**src/rtl/dws_pkg.sv**
```systemverilog
// Constants for the dual watchdog supervisor
package dws_pkg;
   localparam logic [11:0] ADDR_FR_CTL   = 12'h000;
   localparam logic [11:0] ADDR_FR_STS   = 12'h004;
   localparam logic [11:0] ADDR_WIN_KEY  = 12'h008;
   localparam logic [11:0] ADDR_WIN_CTL  = 12'h00C;
   localparam logic [11:0] ADDR_WIN_STS  = 12'h010;
   localparam logic [31:0] RELOAD_KEY    = 32'h00005AA5;
   localparam int FR_CNT_W      = 18;
   localparam int WIN_CNT_W     = 6;
   localparam int PRE_W         = 11;
   localparam int FR_EN_BIT     = 0;
   localparam int FR_WAKE_EN    = 1;
   localparam int FR_RSTEN_BIT  = 2;
   localparam int FR_TOSEL_LO   = 4;
   localparam int FR_DLY_LO     = 8;
   localparam int FR_TOF_BIT    = 0;
   localparam int FR_WD_RESET_FLAG_BIT   = 1;
   localparam int FR_WKF_BIT    = 2;
   localparam int WIN_EN_BIT    = 0;
   localparam int WIN_PSEL_LO   = 8;
   localparam int WIN_CMP_LO    = 16;
   localparam int WIN_WD_RESET_FLAG_BIT  = 0;
   localparam int WIN_CNT_LO    = 8;
   localparam logic [2:0] BOOT_FORCE_CODE = 3'h0;
   localparam logic [1:0] SRC_LOW_SPEED_INTERNAL_RC = 2'h0;
   localparam logic [1:0] SRC_LXT  = 2'h1;
   localparam logic [6:0] HOLD_TICKS = 7'h3F;
   localparam logic [3:0] TOSEL_MIN_EXP = 4'h4;
   localparam logic [3:0] TOSEL_MAX = 4'h7;
   localparam int TICK_HZ = 10000;
   localparam int CLK_HZ  = 100000000;
   localparam int TICK_DIV = CLK_HZ / TICK_HZ;
endpackage

```
**src/rtl/dws_top.sv**
```systemverilog
// Dual watchdog supervisor: free-running and window watchdogs with APB slave
// Overview of operation
// - 18-bit up counter runs while enabled
// - Time-out selectable 2^4 to 2^18 ticks
// - Hold system reset for 63 ticks
// - Reset delay 3, 18, 130, 1026 ticks
// - Reset flag status bit1, delay ctl[9:8]
// - Boot field forces free-running watchdog on
// - Wake-up only from LOW_SPEED_INTERNAL_RC or LOW_SPEED_CRYSTAL
// - Free-running counter keeps counting in power-down
// - Window: 6-bit down counter, 6-bit compare
// - 4-bit select picks up-to-11-bit prescaler
// - Window reset when counter reaches zero
// - Reload above compare value causes reset
// - Window flag set resets system immediately
// - Window counter frozen in idle/power-down
// - Window watchdog never wakes the chip
// - Window enabled only by its control bit
//
// Our own choices: the address map and the APB slave port.
`timescale 1ns/1ps
`default_nettype none
module dws_top #(
   parameter int TICK_DIV = dws_pkg::TICK_DIV
) (
   input  wire logic        core_clk,
   input  wire logic        reset,
   input  wire logic        psel,
   input  wire logic        penable,
   input  wire logic        pwrite,
   input  wire logic [11:0] paddr,
   input  wire logic [31:0] pwdata,
   output logic      [31:0] prdata,
   output logic             pready,
   output logic             pslverr,
   input  wire logic [2:0]  boot_force_enable_field,
   input  wire logic [1:0]  clk_source_select,
   input  wire logic        idle_mode,
   input  wire logic        power_down_mode,
   output logic             system_reset,
   output logic             wake_up
);
   logic [15:0] div_cnt;
   logic        tick;
   logic        pd_s1, pd_s2, idle_s1, idle_s2;
   logic [2:0]  boot_s1, boot_s2;
   logic [1:0]  src_s1, src_s2;
   logic        boot_force;
   logic [1:0]  boot_wait;
   logic [31:0] freerun_control_reg;
   logic [31:0] window_control_reg;
   logic [dws_pkg::FR_CNT_W-1:0] fr_cnt;
   logic        fr_tof, wd_reset_flag, fr_wkf;
   logic        fr_dly_run;
   logic [10:0] fr_dly_cnt;
   logic [6:0]  hold_cnt;
   logic [dws_pkg::WIN_CNT_W-1:0] window_down_counter;
   logic [dws_pkg::PRE_W-1:0]     pre_cnt;
   logic        window_reset_flag;
   logic        fr_en, win_en, win_run, pre_hit, fr_to_hit;
   logic        wr, key_wr, key_early, fr_clr_cnt;
   logic [4:0]  fr_to_exp;
   logic [1:0]  reset_delay_select;
   logic [3:0]  tosel, prescale_period_select;
   logic [5:0]  window_compare_value;
   logic [10:0] dly_limit;
   logic [10:0] pre_limit;

   function automatic logic [10:0] delay_ticks(input logic [1:0] sel);
      unique case (sel)
         2'h0: delay_ticks = 11'h402;
         2'h1: delay_ticks = 11'h082;
         2'h2: delay_ticks = 11'h012;
         2'h3: delay_ticks = 11'h003;
      endcase
   endfunction

   // Double-rank every level from outside the clock domain
   always_ff @(posedge core_clk or posedge reset) begin
      if (reset) begin
         pd_s1   <= 1'b0;
         pd_s2   <= 1'b0;
         idle_s1 <= 1'b0;
         idle_s2 <= 1'b0;
         boot_s1 <= 3'h7;
         boot_s2 <= 3'h7;
         src_s1  <= 2'h0;
         src_s2  <= 2'h0;
      end else begin
         pd_s1   <= power_down_mode;
         pd_s2   <= pd_s1;
         idle_s1 <= idle_mode;
         idle_s2 <= idle_s1;
         boot_s1 <= boot_force_enable_field;
         boot_s2 <= boot_s1;
         src_s1  <= clk_source_select;
         src_s2  <= src_s1;
      end
   end

   // Boot field caught once after release, not at reset itself
   always_ff @(posedge core_clk or posedge reset) begin
      if (reset) begin
         boot_force <= 1'b0;
         boot_wait  <= 2'h0;
      end else if (boot_wait != 2'h3) begin
         boot_wait  <= boot_wait + 2'h1;
         // Second rank holds the pin value only from the second edge on
         if (boot_wait == 2'h2)
            boot_force <= (boot_s2 == dws_pkg::BOOT_FORCE_CODE);
      end
   end

   // Watchdog tick enable from the core clock
   always_ff @(posedge core_clk or posedge reset) begin
      if (reset) begin
         div_cnt <= 16'h0000;
         tick    <= 1'b0;
      end else if (div_cnt == 16'(TICK_DIV - 1)) begin
         div_cnt <= 16'h0000;
         tick    <= 1'b1;
      end else begin
         div_cnt <= div_cnt + 16'h0001;
         tick    <= 1'b0;
      end
   end

   assign wr = psel && penable && pwrite;
   assign key_wr = wr && paddr == dws_pkg::ADDR_WIN_KEY && pwdata == dws_pkg::RELOAD_KEY;
   assign key_early = key_wr && win_en && (window_down_counter > window_compare_value);
   assign fr_clr_cnt = wr && paddr == dws_pkg::ADDR_FR_STS && pwdata[dws_pkg::FR_TOF_BIT + 3];
   assign fr_en  = freerun_control_reg[dws_pkg::FR_EN_BIT] || boot_force;
   assign win_en = window_control_reg[dws_pkg::WIN_EN_BIT];
   assign reset_delay_select = freerun_control_reg[dws_pkg::FR_DLY_LO +: 2];
   assign tosel = freerun_control_reg[dws_pkg::FR_TOSEL_LO +: 4];
   assign prescale_period_select = window_control_reg[dws_pkg::WIN_PSEL_LO +: 4];
   assign window_compare_value = window_control_reg[dws_pkg::WIN_CMP_LO +: 6];
   assign dly_limit = delay_ticks(reset_delay_select);
   // Time-out at 2^(4+2*sel), sel 0..7 gives 2^4..2^18
   // Exponent kept at five bits, since 4 + 14 would wrap in four
   assign fr_to_exp = {1'b0, dws_pkg::TOSEL_MIN_EXP} + {1'b0, tosel[2:0], 1'b0};
   assign fr_to_hit = fr_cnt == 18'((18'h1 << fr_to_exp) - 18'h1);
   assign pre_limit = 11'((12'h1 << prescale_period_select[3:0]) - 12'h1);
   assign pre_hit = (prescale_period_select > 4'hB) ? (pre_cnt == 11'h7FF) : (pre_cnt == pre_limit);
   // Window counter stalls in low-power states
   assign win_run = win_en && tick && !idle_s2 && !pd_s2;

   // Control registers; window enable is sticky once set
   always_ff @(posedge core_clk or posedge reset) begin
      if (reset) begin
         freerun_control_reg <= 32'h00000000;
         window_control_reg  <= 32'h003F0000;
      end else if (wr) begin
         if (paddr == dws_pkg::ADDR_FR_CTL)
            freerun_control_reg <= pwdata & 32'h000003F7;
         if (paddr == dws_pkg::ADDR_WIN_CTL && !win_en)
            window_control_reg <= pwdata & 32'h003F0F01;
      end
   end

   // Free-running up counter keeps going in power-down
   always_ff @(posedge core_clk or posedge reset) begin
      if (reset) begin
         fr_cnt <= '0;
      end else if (!fr_en || fr_clr_cnt) begin
         fr_cnt <= '0;
      end else if (tick) begin
         fr_cnt <= fr_to_hit ? '0 : fr_cnt + 18'h1;
      end
   end

   // Time-out, delay and reset flag; set wins over a software clear
   always_ff @(posedge core_clk or posedge reset) begin
      if (reset) begin
         fr_tof        <= 1'b0;
         wd_reset_flag <= 1'b0;
         fr_wkf        <= 1'b0;
         fr_dly_run    <= 1'b0;
         fr_dly_cnt    <= 11'h000;
      end else begin
         if (fr_en && tick && fr_to_hit) begin
            fr_tof <= 1'b1;
            if (freerun_control_reg[dws_pkg::FR_WAKE_EN] && pd_s2 &&
                (src_s2 == dws_pkg::SRC_LOW_SPEED_INTERNAL_RC || src_s2 == dws_pkg::SRC_LXT))
               fr_wkf <= 1'b1;
            if (freerun_control_reg[dws_pkg::FR_RSTEN_BIT] || boot_force) begin
               fr_dly_run <= 1'b1;
               fr_dly_cnt <= 11'h000;
            end
         end else if (wr && paddr == dws_pkg::ADDR_FR_STS) begin
            if (pwdata[dws_pkg::FR_TOF_BIT]) fr_tof <= 1'b0;
            if (pwdata[dws_pkg::FR_WKF_BIT]) fr_wkf <= 1'b0;
            if (pwdata[dws_pkg::FR_WD_RESET_FLAG_BIT]) wd_reset_flag <= 1'b0;
         end
         if (fr_dly_run && fr_clr_cnt) begin
            fr_dly_run <= 1'b0;
         end else if (fr_dly_run && tick) begin
            // A delay shortened mid-count still ends instead of wrapping
            if (fr_dly_cnt >= dly_limit - 11'h001) begin
               fr_dly_run <= 1'b0;
               wd_reset_flag <= 1'b1;
            end else begin
               fr_dly_cnt <= fr_dly_cnt + 11'h001;
            end
         end
      end
   end

   // Window prescaler and down counter
   always_ff @(posedge core_clk or posedge reset) begin
      if (reset) begin
         pre_cnt <= '0;
         window_down_counter <= 6'h3F;
      end else if (key_wr && win_en && !key_early) begin
         pre_cnt <= '0;
         window_down_counter <= 6'h3F;
      end else if (win_run) begin
         if (pre_hit) begin
            pre_cnt <= '0;
            if (window_down_counter != 6'h00)
               window_down_counter <= window_down_counter - 6'h01;
         end else begin
            pre_cnt <= pre_cnt + 11'h001;
         end
      end
   end

   // Window flag: zero count or early reload; clear loses to a set
   always_ff @(posedge core_clk or posedge reset) begin
      if (reset) begin
         window_reset_flag <= 1'b0;
      end else if ((win_en && window_down_counter == 6'h00) || key_early) begin
         window_reset_flag <= 1'b1;
      end else if (wr && paddr == dws_pkg::ADDR_WIN_STS && pwdata[dws_pkg::WIN_WD_RESET_FLAG_BIT]) begin
         window_reset_flag <= 1'b0;
      end
   end

   // System reset hold counter, 63 ticks
   // Flags are levels, so the hold rearms until software clears them
   always_ff @(posedge core_clk or posedge reset) begin
      if (reset) begin
         hold_cnt <= 7'h00;
         system_reset <= 1'b0;
      end else if (window_reset_flag && !system_reset) begin
         system_reset <= 1'b1;
         hold_cnt <= 7'h00;
      end else if (wd_reset_flag && !system_reset && tick) begin
         system_reset <= 1'b1;
         hold_cnt <= 7'h00;
      end else if (system_reset && tick) begin
         if (hold_cnt == dws_pkg::HOLD_TICKS - 7'h01) begin
            system_reset <= 1'b0;
         end else begin
            hold_cnt <= hold_cnt + 7'h01;
         end
      end
   end

   // Wake only from the free-running watchdog
   always_ff @(posedge core_clk or posedge reset) begin
      if (reset) wake_up <= 1'b0;
      else wake_up <= fr_wkf;
   end

   // APB slave, zero wait states
   always_ff @(posedge core_clk or posedge reset) begin
      if (reset) begin
         prdata  <= 32'h00000000;
         pready  <= 1'b0;
         pslverr <= 1'b0;
      end else begin
         pready  <= psel && !penable;
         pslverr <= 1'b0;
         prdata  <= 32'h00000000;
         if (psel && !penable) begin
            unique case (paddr)
               dws_pkg::ADDR_FR_CTL:  prdata <= freerun_control_reg | {31'h0, boot_force};
               dws_pkg::ADDR_FR_STS:  prdata <= {29'h0, fr_wkf, wd_reset_flag, fr_tof};
               dws_pkg::ADDR_WIN_KEY: prdata <= 32'h00000000;
               dws_pkg::ADDR_WIN_CTL: prdata <= window_control_reg;
               dws_pkg::ADDR_WIN_STS: prdata <= {18'h0, window_down_counter, 7'h0, window_reset_flag};
               default: pslverr <= !pwrite;
            endcase
         end
      end
   end

   // Checks beside the logic they guard
   a_hold_end: assert property (@(posedge core_clk) disable iff (reset)
      system_reset && tick && hold_cnt == dws_pkg::HOLD_TICKS - 7'h01 |=> !system_reset)
      else $error("system reset not released after hold");
   a_hold_stays: assert property (@(posedge core_clk) disable iff (reset)
      system_reset && hold_cnt != dws_pkg::HOLD_TICKS - 7'h01 |=> system_reset)
      else $error("system reset released early");
   a_delay_flag: assert property (@(posedge core_clk) disable iff (reset)
      fr_dly_run && tick && !fr_clr_cnt && fr_dly_cnt == dly_limit - 11'h001 |=> wd_reset_flag)
      else $error("reset flag missing after delay");
   a_fr_wrap: assert property (@(posedge core_clk) disable iff (reset)
      fr_en && tick && fr_to_hit && !fr_clr_cnt |=> fr_cnt == 18'h00000 && fr_tof)
      else $error("time-out not taken");
   a_fr_pd_runs: assert property (@(posedge core_clk) disable iff (reset)
      pd_s2 && fr_en && tick && !fr_to_hit && !fr_clr_cnt |=> fr_cnt == $past(fr_cnt) + 18'h1)
      else $error("free counter stalled in power-down");
   a_win_no_wake: assert property (@(posedge core_clk) disable iff (reset)
      wake_up |-> $past(fr_wkf))
      else $error("wake without free watchdog flag");
   a_key_off: assert property (@(posedge core_clk) disable iff (reset)
      key_wr && !win_en |=> $stable(window_down_counter))
      else $error("disabled window counter reloaded");
   a_pre_step: assert property (@(posedge core_clk) disable iff (reset)
      win_run && !pre_hit && !key_wr |=> pre_cnt == $past(pre_cnt) + 11'h001)
      else $error("prescaler did not advance");
   a_win_immediate: assert property (@(posedge core_clk) disable iff (reset)
      window_reset_flag && !system_reset |=> system_reset)
      else $error("window flag did not reset system");
   a_early_key: assert property (@(posedge core_clk) disable iff (reset)
      key_early |=> window_reset_flag)
      else $error("early reload not flagged");
   a_zero_reset: assert property (@(posedge core_clk) disable iff (reset)
      win_en && window_down_counter == 6'h00 |=> window_reset_flag)
      else $error("zero count not flagged");
   a_reload_max: assert property (@(posedge core_clk) disable iff (reset)
      key_wr && win_en && !key_early |=> window_down_counter == 6'h3F)
      else $error("reload not to all ones");
   a_win_freeze: assert property (@(posedge core_clk) disable iff (reset)
      (idle_s2 || pd_s2) && !key_wr |=> $stable(window_down_counter))
      else $error("window counter moved in low power");
   a_win_only_bit: assert property (@(posedge core_clk) disable iff (reset)
      !win_en |=> !window_reset_flag || $past(window_reset_flag))
      else $error("window acted while disabled");
   a_fr_counts: assert property (@(posedge core_clk) disable iff (reset)
      fr_en && tick && !fr_to_hit && !fr_clr_cnt |=> fr_cnt == $past(fr_cnt) + 18'h1)
      else $error("free counter did not advance");
   a_no_wake_src: assert property (@(posedge core_clk) disable iff (reset)
      $rose(fr_wkf) |-> src_s2 == dws_pkg::SRC_LOW_SPEED_INTERNAL_RC || src_s2 == dws_pkg::SRC_LXT)
      else $error("wake from wrong source");
   c_win_zero: cover property (@(posedge core_clk) disable iff (reset) $rose(window_reset_flag));
   c_fr_reset: cover property (@(posedge core_clk) disable iff (reset) $rose(wd_reset_flag));
   c_reload: cover property (@(posedge core_clk) disable iff (reset) key_wr && !key_early);
   c_wake: cover property (@(posedge core_clk) disable iff (reset) $rose(wake_up));
   c_freeze: cover property (@(posedge core_clk) disable iff (reset) win_en && (idle_s2 || pd_s2));
endmodule
`default_nettype wire

```
**config.mk**
```make
export PLATFORM = sky130hd
export DESIGN_NAME = dws_top
export DESIGN_NICKNAME = d
export VERILOG_FILES = /design/src/rtl/dws_pkg.sv /design/src/rtl/dws_top.sv
export SDC_FILE = /design/constraint.sdc
export NUM_CORES = 1
export LEC_CHECK = 0
export BUFFER_PORTS_ARGS = -buffer_cell sky130_fd_sc_hd__buf_4
export CAP_MARGIN = 20
export CELL_PAD_IN_SITES_DETAIL_PLACEMENT = 1
export CELL_PAD_IN_SITES_GLOBAL_PLACEMENT = 2
export CORE_MARGIN = 4
export CORE_UTILIZATION = 40
export CTS_CLUSTER_SIZE = 20
export DETAILED_ROUTE_END_ITERATION = 7
export PLACE_DENSITY_LB_ADDON = 0.08
export REMOVE_ABC_BUFFERS = 1
export SETUP_SLACK_MARGIN = 0.2
export SLEW_MARGIN = 10
export SYNTH_ARGS = -nofsm -noshare
export SYNTH_HDL_FRONTEND = slang
export SYNTH_SLANG_ARGS = --single-unit
```
**constraint.sdc**
```tcl
create_clock -name core_clk -period 9.95 [get_ports core_clk]
set_input_delay 0.4975 -clock core_clk [delete_from_list [all_inputs] [get_ports core_clk]]
set_output_delay 0.4975 -clock core_clk [all_outputs]
set_load 0.01 [all_outputs]
```
==> impl_results.md, run 1 <==
- Total Wirelength: between 20 and 25 mm
- Comb pwr share: between 4 and 5%
- Worst IR Drop VDD: around 0.00011 V
- Initial DRC count: about 260
- Unique masters post-synth: 74
- Clock Sinks: around 130
- Placed Area: approximately 8300 µm²
- Vias/cell: approximately 5.7
- Hold_ws: ~0.18 ns
- CTS Buffer Depth: 2
- Final setup viols: 0
- Maximum number of pins on one net before global-route repair: 83
- Setup_tns: 0 ns
- Inserted Clock Buffers: 17
- Clock transition at path regs: 0.06 ns
- M2 GR Usage: ~36%
- MaxCap Viol Count: 0
- Switching Fraction: 23.5%
- Status: completed
- Switching power total: between 200 and 300 µW
- Post-synth top area share: between 30 and 40%
- Worst Max-Slew Pin Slew: 1.11 ns
- Number of port buffers: 77
- Total chip power: between 1 and 1.5 mW
- Clock Tree Root: clkbuf_16
- Power density over the cells: between 100 and 150 nW/µm²
- RSZ-0062 raised after global routing: false
- Final min period: between 4 and 5 ns
- Share of cells above drive strength 1: between 10% and 20%
- Post-route core utilization: a little under half
- Leakage Power: a little under 4 nW
- Met3 usage: ~4.2%
- Max reg flops: 19
- Crit Path Class: reg -> reg
- Number of global-route vias before repair: 6896
- Main synth FF type: dfrtp_1
- Crit start category: register
- TritonCTS clock tree: done
- Synthesized flop and latch total: ~130
- Worst Path Max Fanout: 16
- Vias: ~6400
- Biggest register: prdata
- Post-DP HPWL: 15.9 mm
- Core area: about 19000 µm²
- Cell area after synthesis: about 7600 µm²
- Met1 Use GR: 28.4%
- Die Y: 146 µm
- F_max: between 200 and 250 MHz
- CTS H-Tree Depth: 4
- Setup Buffers After CTS: 0
- Remaining global-route overflow: 0
- Max transition margin: 25.5%
- Routed WL per cell: roughly 20 µm
- Final Max Tran Viols: 0
- Commonest cells post-synth: dfrtp_1 (115), nor2_1 (61), nand2_1 (56)
- Die W: ~150 µm
- Final period util: a little under half
- Starting Density: slightly above 40%
- Post-synthesis cell count: 811
- HP Class: in -> reg
- Post-synth top area cell: dfrtp_1
- IO Count: a little over 90
- Clk pwr share: about 50%
- Arrival @ worst endpoint: approximately 4.9 ns
- Endpoint class of the critical path: register
- Diode count: 0
- Busiest layer in global routing: met2
- Initial antenna violation count: 0
- Synth Area per Inst: approximately 9.4 µm²
- TritonRoute pass-1 iters: 5
- Synth warnings: 0
- Area growth syn-to-layout: 16.6%
- Routed Antenna Nets: 0
- Worst-Skew Late Latency: ~0.42 ns
- EDFF count, synth: 0
- Design internal power: about 920 µW
- Largest registers: prdata (19), fr_cnt (18), div_cnt (16)
- First-pass GRT wire length: approximately 37 mm
- Design Area, Final: between 8000 and 9000 µm²
- Most common cell in the netlist: dfrtp_1
- # hold bufs at CTS: 0
- # rows: 50
- Seq pwr share: a little under half
- # resized after CTS: 0
- Fin. Hold Viols: 0
- Worst Path Required: 10.21 ns
- DRC violations left: 0
- Die area: around 21000 µm²
- Synth top area cells: dfrtp_1 (38%), dfstp_2 (6.2%), ha_1 (4.4%)
- GRT Util Overall: a little over a fifth
- Clock skew: roughly 0.0096 ns
- Final net count: 957
- Asr flop ratio synth: 100%
- Sequential area share after synthesis: between 40 and 50%
- Gp weighted congestion: about 0.84
layer usage:
| layer | up-vias | routed length (µm) |
|---|---|---|
| met5 | - | 0 |
| met2 | 100 | 11000 |
| li1 | 3038 | - |
| met3 | 12 | 666 |
| met4 | 0 | 189 |
| met1 | 3236 | 10300 |
logic make-up (layout without fill, tap and decap cells):
| logic type | after synthesis | in the layout | synth area share [%] |
|---|---|---|---|
| other cells | 1 | 13 | 0.0493 |
| simple gates | 351 | 351 | 26.0 |
| flops | 133 | 133 | 44.1 |
| compound gates | 155 | 155 | 13.0 |
| buf+inv | 89 | 153 | 5.61 |
| mux | 18 | 18 | 2.58 |
| xor+xnor | 37 | 37 | 4.26 |
| fa+ha+maj | 27 | 27 | 4.44 |
layout make-up:
cell class	count	area (µm²)
fill	2152	9840
multi-input combinational	601	3870
sequential	133	3350
timing repair buffer	83	643
clock buffer	20	457
tap	234	293
inverter	38	145
clock inverter	12	106
cell usage in the layout, fill, tap and decap left out, types with 13 or more instances in the layout:
cell       instances
nor3_1            30
xor2_1            24
o21ai_0           35
nand3_1           33
clkbuf_16         17
mux2_2            13
a21oi_1           28
nand4_1           20
conb_1            13
ha_1              27
dfrtp_1          115
and3_1            40
buf_4             82
dfstp_2           18
o21ai_1           21
inv_1             36
nor2b_1           15
xnor2_1           13
nor2_1            61
nand2_1           56
a31oi_1           13
nor4_1            20
metrics by stage:
stage	worst slack [ns]	instances
floorplan	5.93	772
global placement	5.52	1088
detailed placement	5.33	1088
CTS	5.35	1120
global route	5.01	1121
finish	5.36	1121
power by group through the flow:
stage	Combinational, mW	Clock (mW)	Sequential [mW]
after detailed placement	0.0506	0	0.556
after global routing	0.0569	0.648	0.547
after global placement	0.0496	0	0.556
final	0.0512	0.608	0.547
after CTS	0.0507	0.622	0.547
after floorplan	0.0182	0	0.556
critical path: stages, from the launching register on:
cell,delay (ns)
dfrtp_1,0.69
inv_1,0.19
ha_1,0.53
nor4b_4,0.37
inv_1,0.08
ha_1,0.31
xnor2_1,0.13
a21oi_1,0.16
o211ai_1,0.12
nor4_2,0.33
nand3_1,0.44
o21bai_1,0.90
o21ai_0,0.17
path summary, 6_finish.rpt:
check                           cells past startpoint                        from  slack [ns]                endpoint
worst max-delay path                               12      freerun_control_reg[5]        5.36          fr_dly_cnt[10]
worst min-delay path                                1  boot_force_enable_field[1]        0.18              boot_s1[1]
worst max register to register                     12      freerun_control_reg[5]        5.36          fr_dly_cnt[10]
worst min register to register                      0                  boot_s1[2]        0.36              boot_s2[2]
max in group asynchronous                           4                       reset        8.52  window_control_reg[18]
min in group asynchronous                           2                       reset        0.19              div_cnt[0]
(Power assumes the default switching activity.)
==> run 2, diff against run 1 <==
--- a/config.mk
+++ b/config.mk
@@ -10,7 +10,7 @@
 export CELL_PAD_IN_SITES_DETAIL_PLACEMENT = 1
 export CELL_PAD_IN_SITES_GLOBAL_PLACEMENT = 2
 export CORE_MARGIN = 4
-export CORE_UTILIZATION = 40
+export CORE_UTILIZATION = 33
 export CTS_CLUSTER_SIZE = 20
 export DETAILED_ROUTE_END_ITERATION = 7
 export PLACE_DENSITY_LB_ADDON = 0.08
==> constraint.sdc (replaced) <==
create_clock -name core_clk -period 3.8 [get_ports core_clk]
set_input_delay 0.19 -clock core_clk [delete_from_list [all_inputs] [get_ports core_clk]]
set_output_delay 0.19 -clock core_clk [all_outputs]
set_load 0.01 [all_outputs]
==> impl_results.md, run 2 (same netlist as run 1, synthesis figures left out) <==
- GRT Util Overall: 18.6% (-2.7 points)
- Routed WL per cell: 19.5 µm (-1.6%)
- Arrival @ worst endpoint: 3.65 ns (-1.20 ns)
- Commonest non-fill, non-tap cell in the layout: dfrtp_1
- Share of cells above drive strength 1: 19.5% (+1.1 points)
- Gp weighted congestion: 0.823 (-2.1%)
- HP Class: in -> async
- CTS Buffer Depth: 2 (unchanged)
- Final net count: 979 (+2.3%)
- Routed Antenna Nets: 0 (unchanged)
- IO Count: 92 (unchanged)
- Final period util: 88.3% (+42 points)
- Final Max Tran Viols: 0 (unchanged)
- Worst setup slack after layout: 0.445 ns (-4.92 ns)
- Total Wirelength: 23.3 mm (+4.8%)
- Inserted Clock Buffers: 17 (unchanged)
- Post-DP HPWL: 17.0 mm (+7.0%)
- Initial DRC count: 390 (+51%)
- Remaining global-route overflow: 0 (unchanged)
- Biggest register: prdata
- Fin. Hold Viols: 28 (+28)
- Max reg flops: 19 (unchanged)
- DP Worst Slack: 0.280 ns (-5.05 ns)
- Starting Density: 33.6% (-7.1 points)
- Vias: 6552 (+2.6%)
- F_max: 298 MHz (+37%)
- Clock skew: 0.0139 ns (+0.00428 ns)
- TritonCTS clock tree: done
- Crit Path Class: reg -> reg
- Hold_ws: -0.0294 ns (-0.212 ns)
- Violated checks: negative hold slack
- Setup_tns: 0 ns (unchanged)
- Cells along the critical path: inv_1 > ha_2 > nor4b_4 > inv_1 > ha_1 > xnor2_1 > a21oi_1 > o211ai_1 > nor4_2 > nand3_2 > o21bai_1 > buf_4 > o21ai_0
- Clock Sinks: 133 (unchanged)
- Worst-Skew Late Latency: 0.43 ns (about the same)
- Maximum number of pins on one net before global-route repair: 101 (+22%)
- Diode count: 0 (unchanged)
- Worst Path Max Fanout: 13 (-3)
- RSZ-0062 raised after global routing: false
- Core area: 22600 µm² (+21%)
- Top cell by count, worst path: inv_1
- Worst Max-Slew Pin Slew: 0.946 ns (-0.167 ns)
- Area growth syn-to-layout: 20.6%
- Die W: 160 µm (+9.5%)
- TritonRoute pass-1 iters: 5 (unchanged)
- Largest registers: prdata (19), fr_cnt (18), div_cnt (16)
- Die area: 25500 µm² (+20%)
- Vias/cell: 5.49 (-3.7%)
- MaxCap Viol Count: 0 (unchanged)
- Final setup viols: 0 (unchanged)
- # fillers: 2587 (+20%)
- Commonest cells after routing, fill and taps aside: dfrtp_1 (115), buf_4 (93), nor2_1 (61)
- Worst Path Required: 4.10 ns (-6.11 ns)
- Die Y: 160 µm (+9.5%)
- CP peak stage delay: 0.42 ns (-0.48 ns)
- Power density over the cells: 364 nW/µm² (+170%)
- Clock transition at path regs: 0.06 ns (about the same)
- Clock Tree Root: clkbuf_16
- Crit start category: register
- CP max-delay cell: dfrtp_1
- Number of port buffers: 77 (unchanged)
- Worst IR Drop VDD: 0.000203 V (+79%)
- Initial antenna violation count: 0 (unchanged)
- # rows: 55 (+10%)
- DRC violations left: 0 (unchanged)
- Max transition margin: 36.9% (+11 points)
- CTS H-Tree Depth: 4 (unchanged)
- Leakage Power: 4.09 nW (+3.1%)
- First-pass GRT wire length: 38.6 mm (+4.5%)
- Number of global-route vias before repair: 7168 (+3.9%)
- Status: complete, but fails checks
- Endpoint class of the critical path: register
- Final min period: 3.36 ns (-1.23 ns)
==> run 2: cell types whose count changed in the layout (fill, tap and decap cells not counted), sizes merged, moves of 3 or more <==
| cell | change |
|---|---|
| dlygate4sd3 | +12 |
| buf | +10 |
| inv | +5 |
| clkbuf | -3 |
==> run 2: critical path: cells and delay by family (launching register included) <==
kind                     cells  cell delay [ns]
AO/OA/AOI/OAI                4             0.63
buffers and inverters        3             0.42
adder cells (fa/ha/maj)      2             0.67
XOR/XNOR                     1             0.12
flip-flops                   1             0.42
AND/OR/NAND/NOR              3             0.96
==> run 2: final timing paths <==
path	start	endpoint	slack (ns)	depth (start not counted)
hold reg to reg	src_s1[1]	src_s2[1]	0.35	0
hold / removal	reset	prdata[11]	-0.03	2
min in group core_clk	pwdata[17]	window_control_reg[17]	0.02	3
max in group asynchronous	reset	window_down_counter[3]	2.92	3
setup / recovery	freerun_control_reg[6]	fr_dly_cnt[10]	0.44	13
setup reg to reg	freerun_control_reg[6]	fr_dly_cnt[10]	0.44	13
==> run 2: what timing repair did <==
action / in CTS / in global routing
hold endpoints to repair: 11 / 0
hold buffers: 12 / 0
setup buffers: 0 / 0
gates resized for setup: 0 / 4
setup endpoints to repair: 0 / 31
==> run 2: cell type report <==
type / instances / area, µm² / share of cell area (%)
Sequential cell: 133 / 3350 / 36.5
Tap cell: 285 / 357 / 3.89
Timing Repair Buffer: 105 / 818 / 8.92
Clock inverter: 15 / 191 / 2.09
Clock buffer: 17 / 425 / 4.64
Multi-Input combinational cell: 601 / 3880 / 42.3
Inverter: 38 / 148 / 1.61
==> run 2: metal layers <==
metal / wire [µm] / GRT usage, % / part of all wire (%)
met1: 10500 / 23.7 / 45
met3: 844 / 3.74 / 3.6
met4: 330 / 5.05 / 1.4
met2: 11700 / 32.3 / 50
met5: 0 / 0 / 0
==> run 2: report_power, final <==
group          total, mW  internal (mW)  switching (mW)
registers           1.43           1.43         0.00434
logic              0.143         0.0591          0.0842
clock network       1.77           1.05           0.717
==> run 2: metrics by stage <==
| stage | area, µm² | cells | hold WS, ns | utilization (%) | power [mW] |
|---|---|---|---|---|---|
| 6_report | 9170 | 1194 | -0.0294 | 40.5 | 3.34 |
| 5_1_grt | 9170 | 1194 | 0.00754 | 40.5 | 3.46 |
| 4_1_cts | 9160 | 1194 | 0.00376 | 40.5 | 3.39 |
| 3_5_place_dp | 8420 | 1150 | 0.300 | 37.2 | 1.59 |
| 2_1_floorplan | 7360 | 772 | 0.194 | - | 1.50 |
| 3_3_place_gp | 8420 | 1150 | 0.300 | 37.2 | 1.59 |
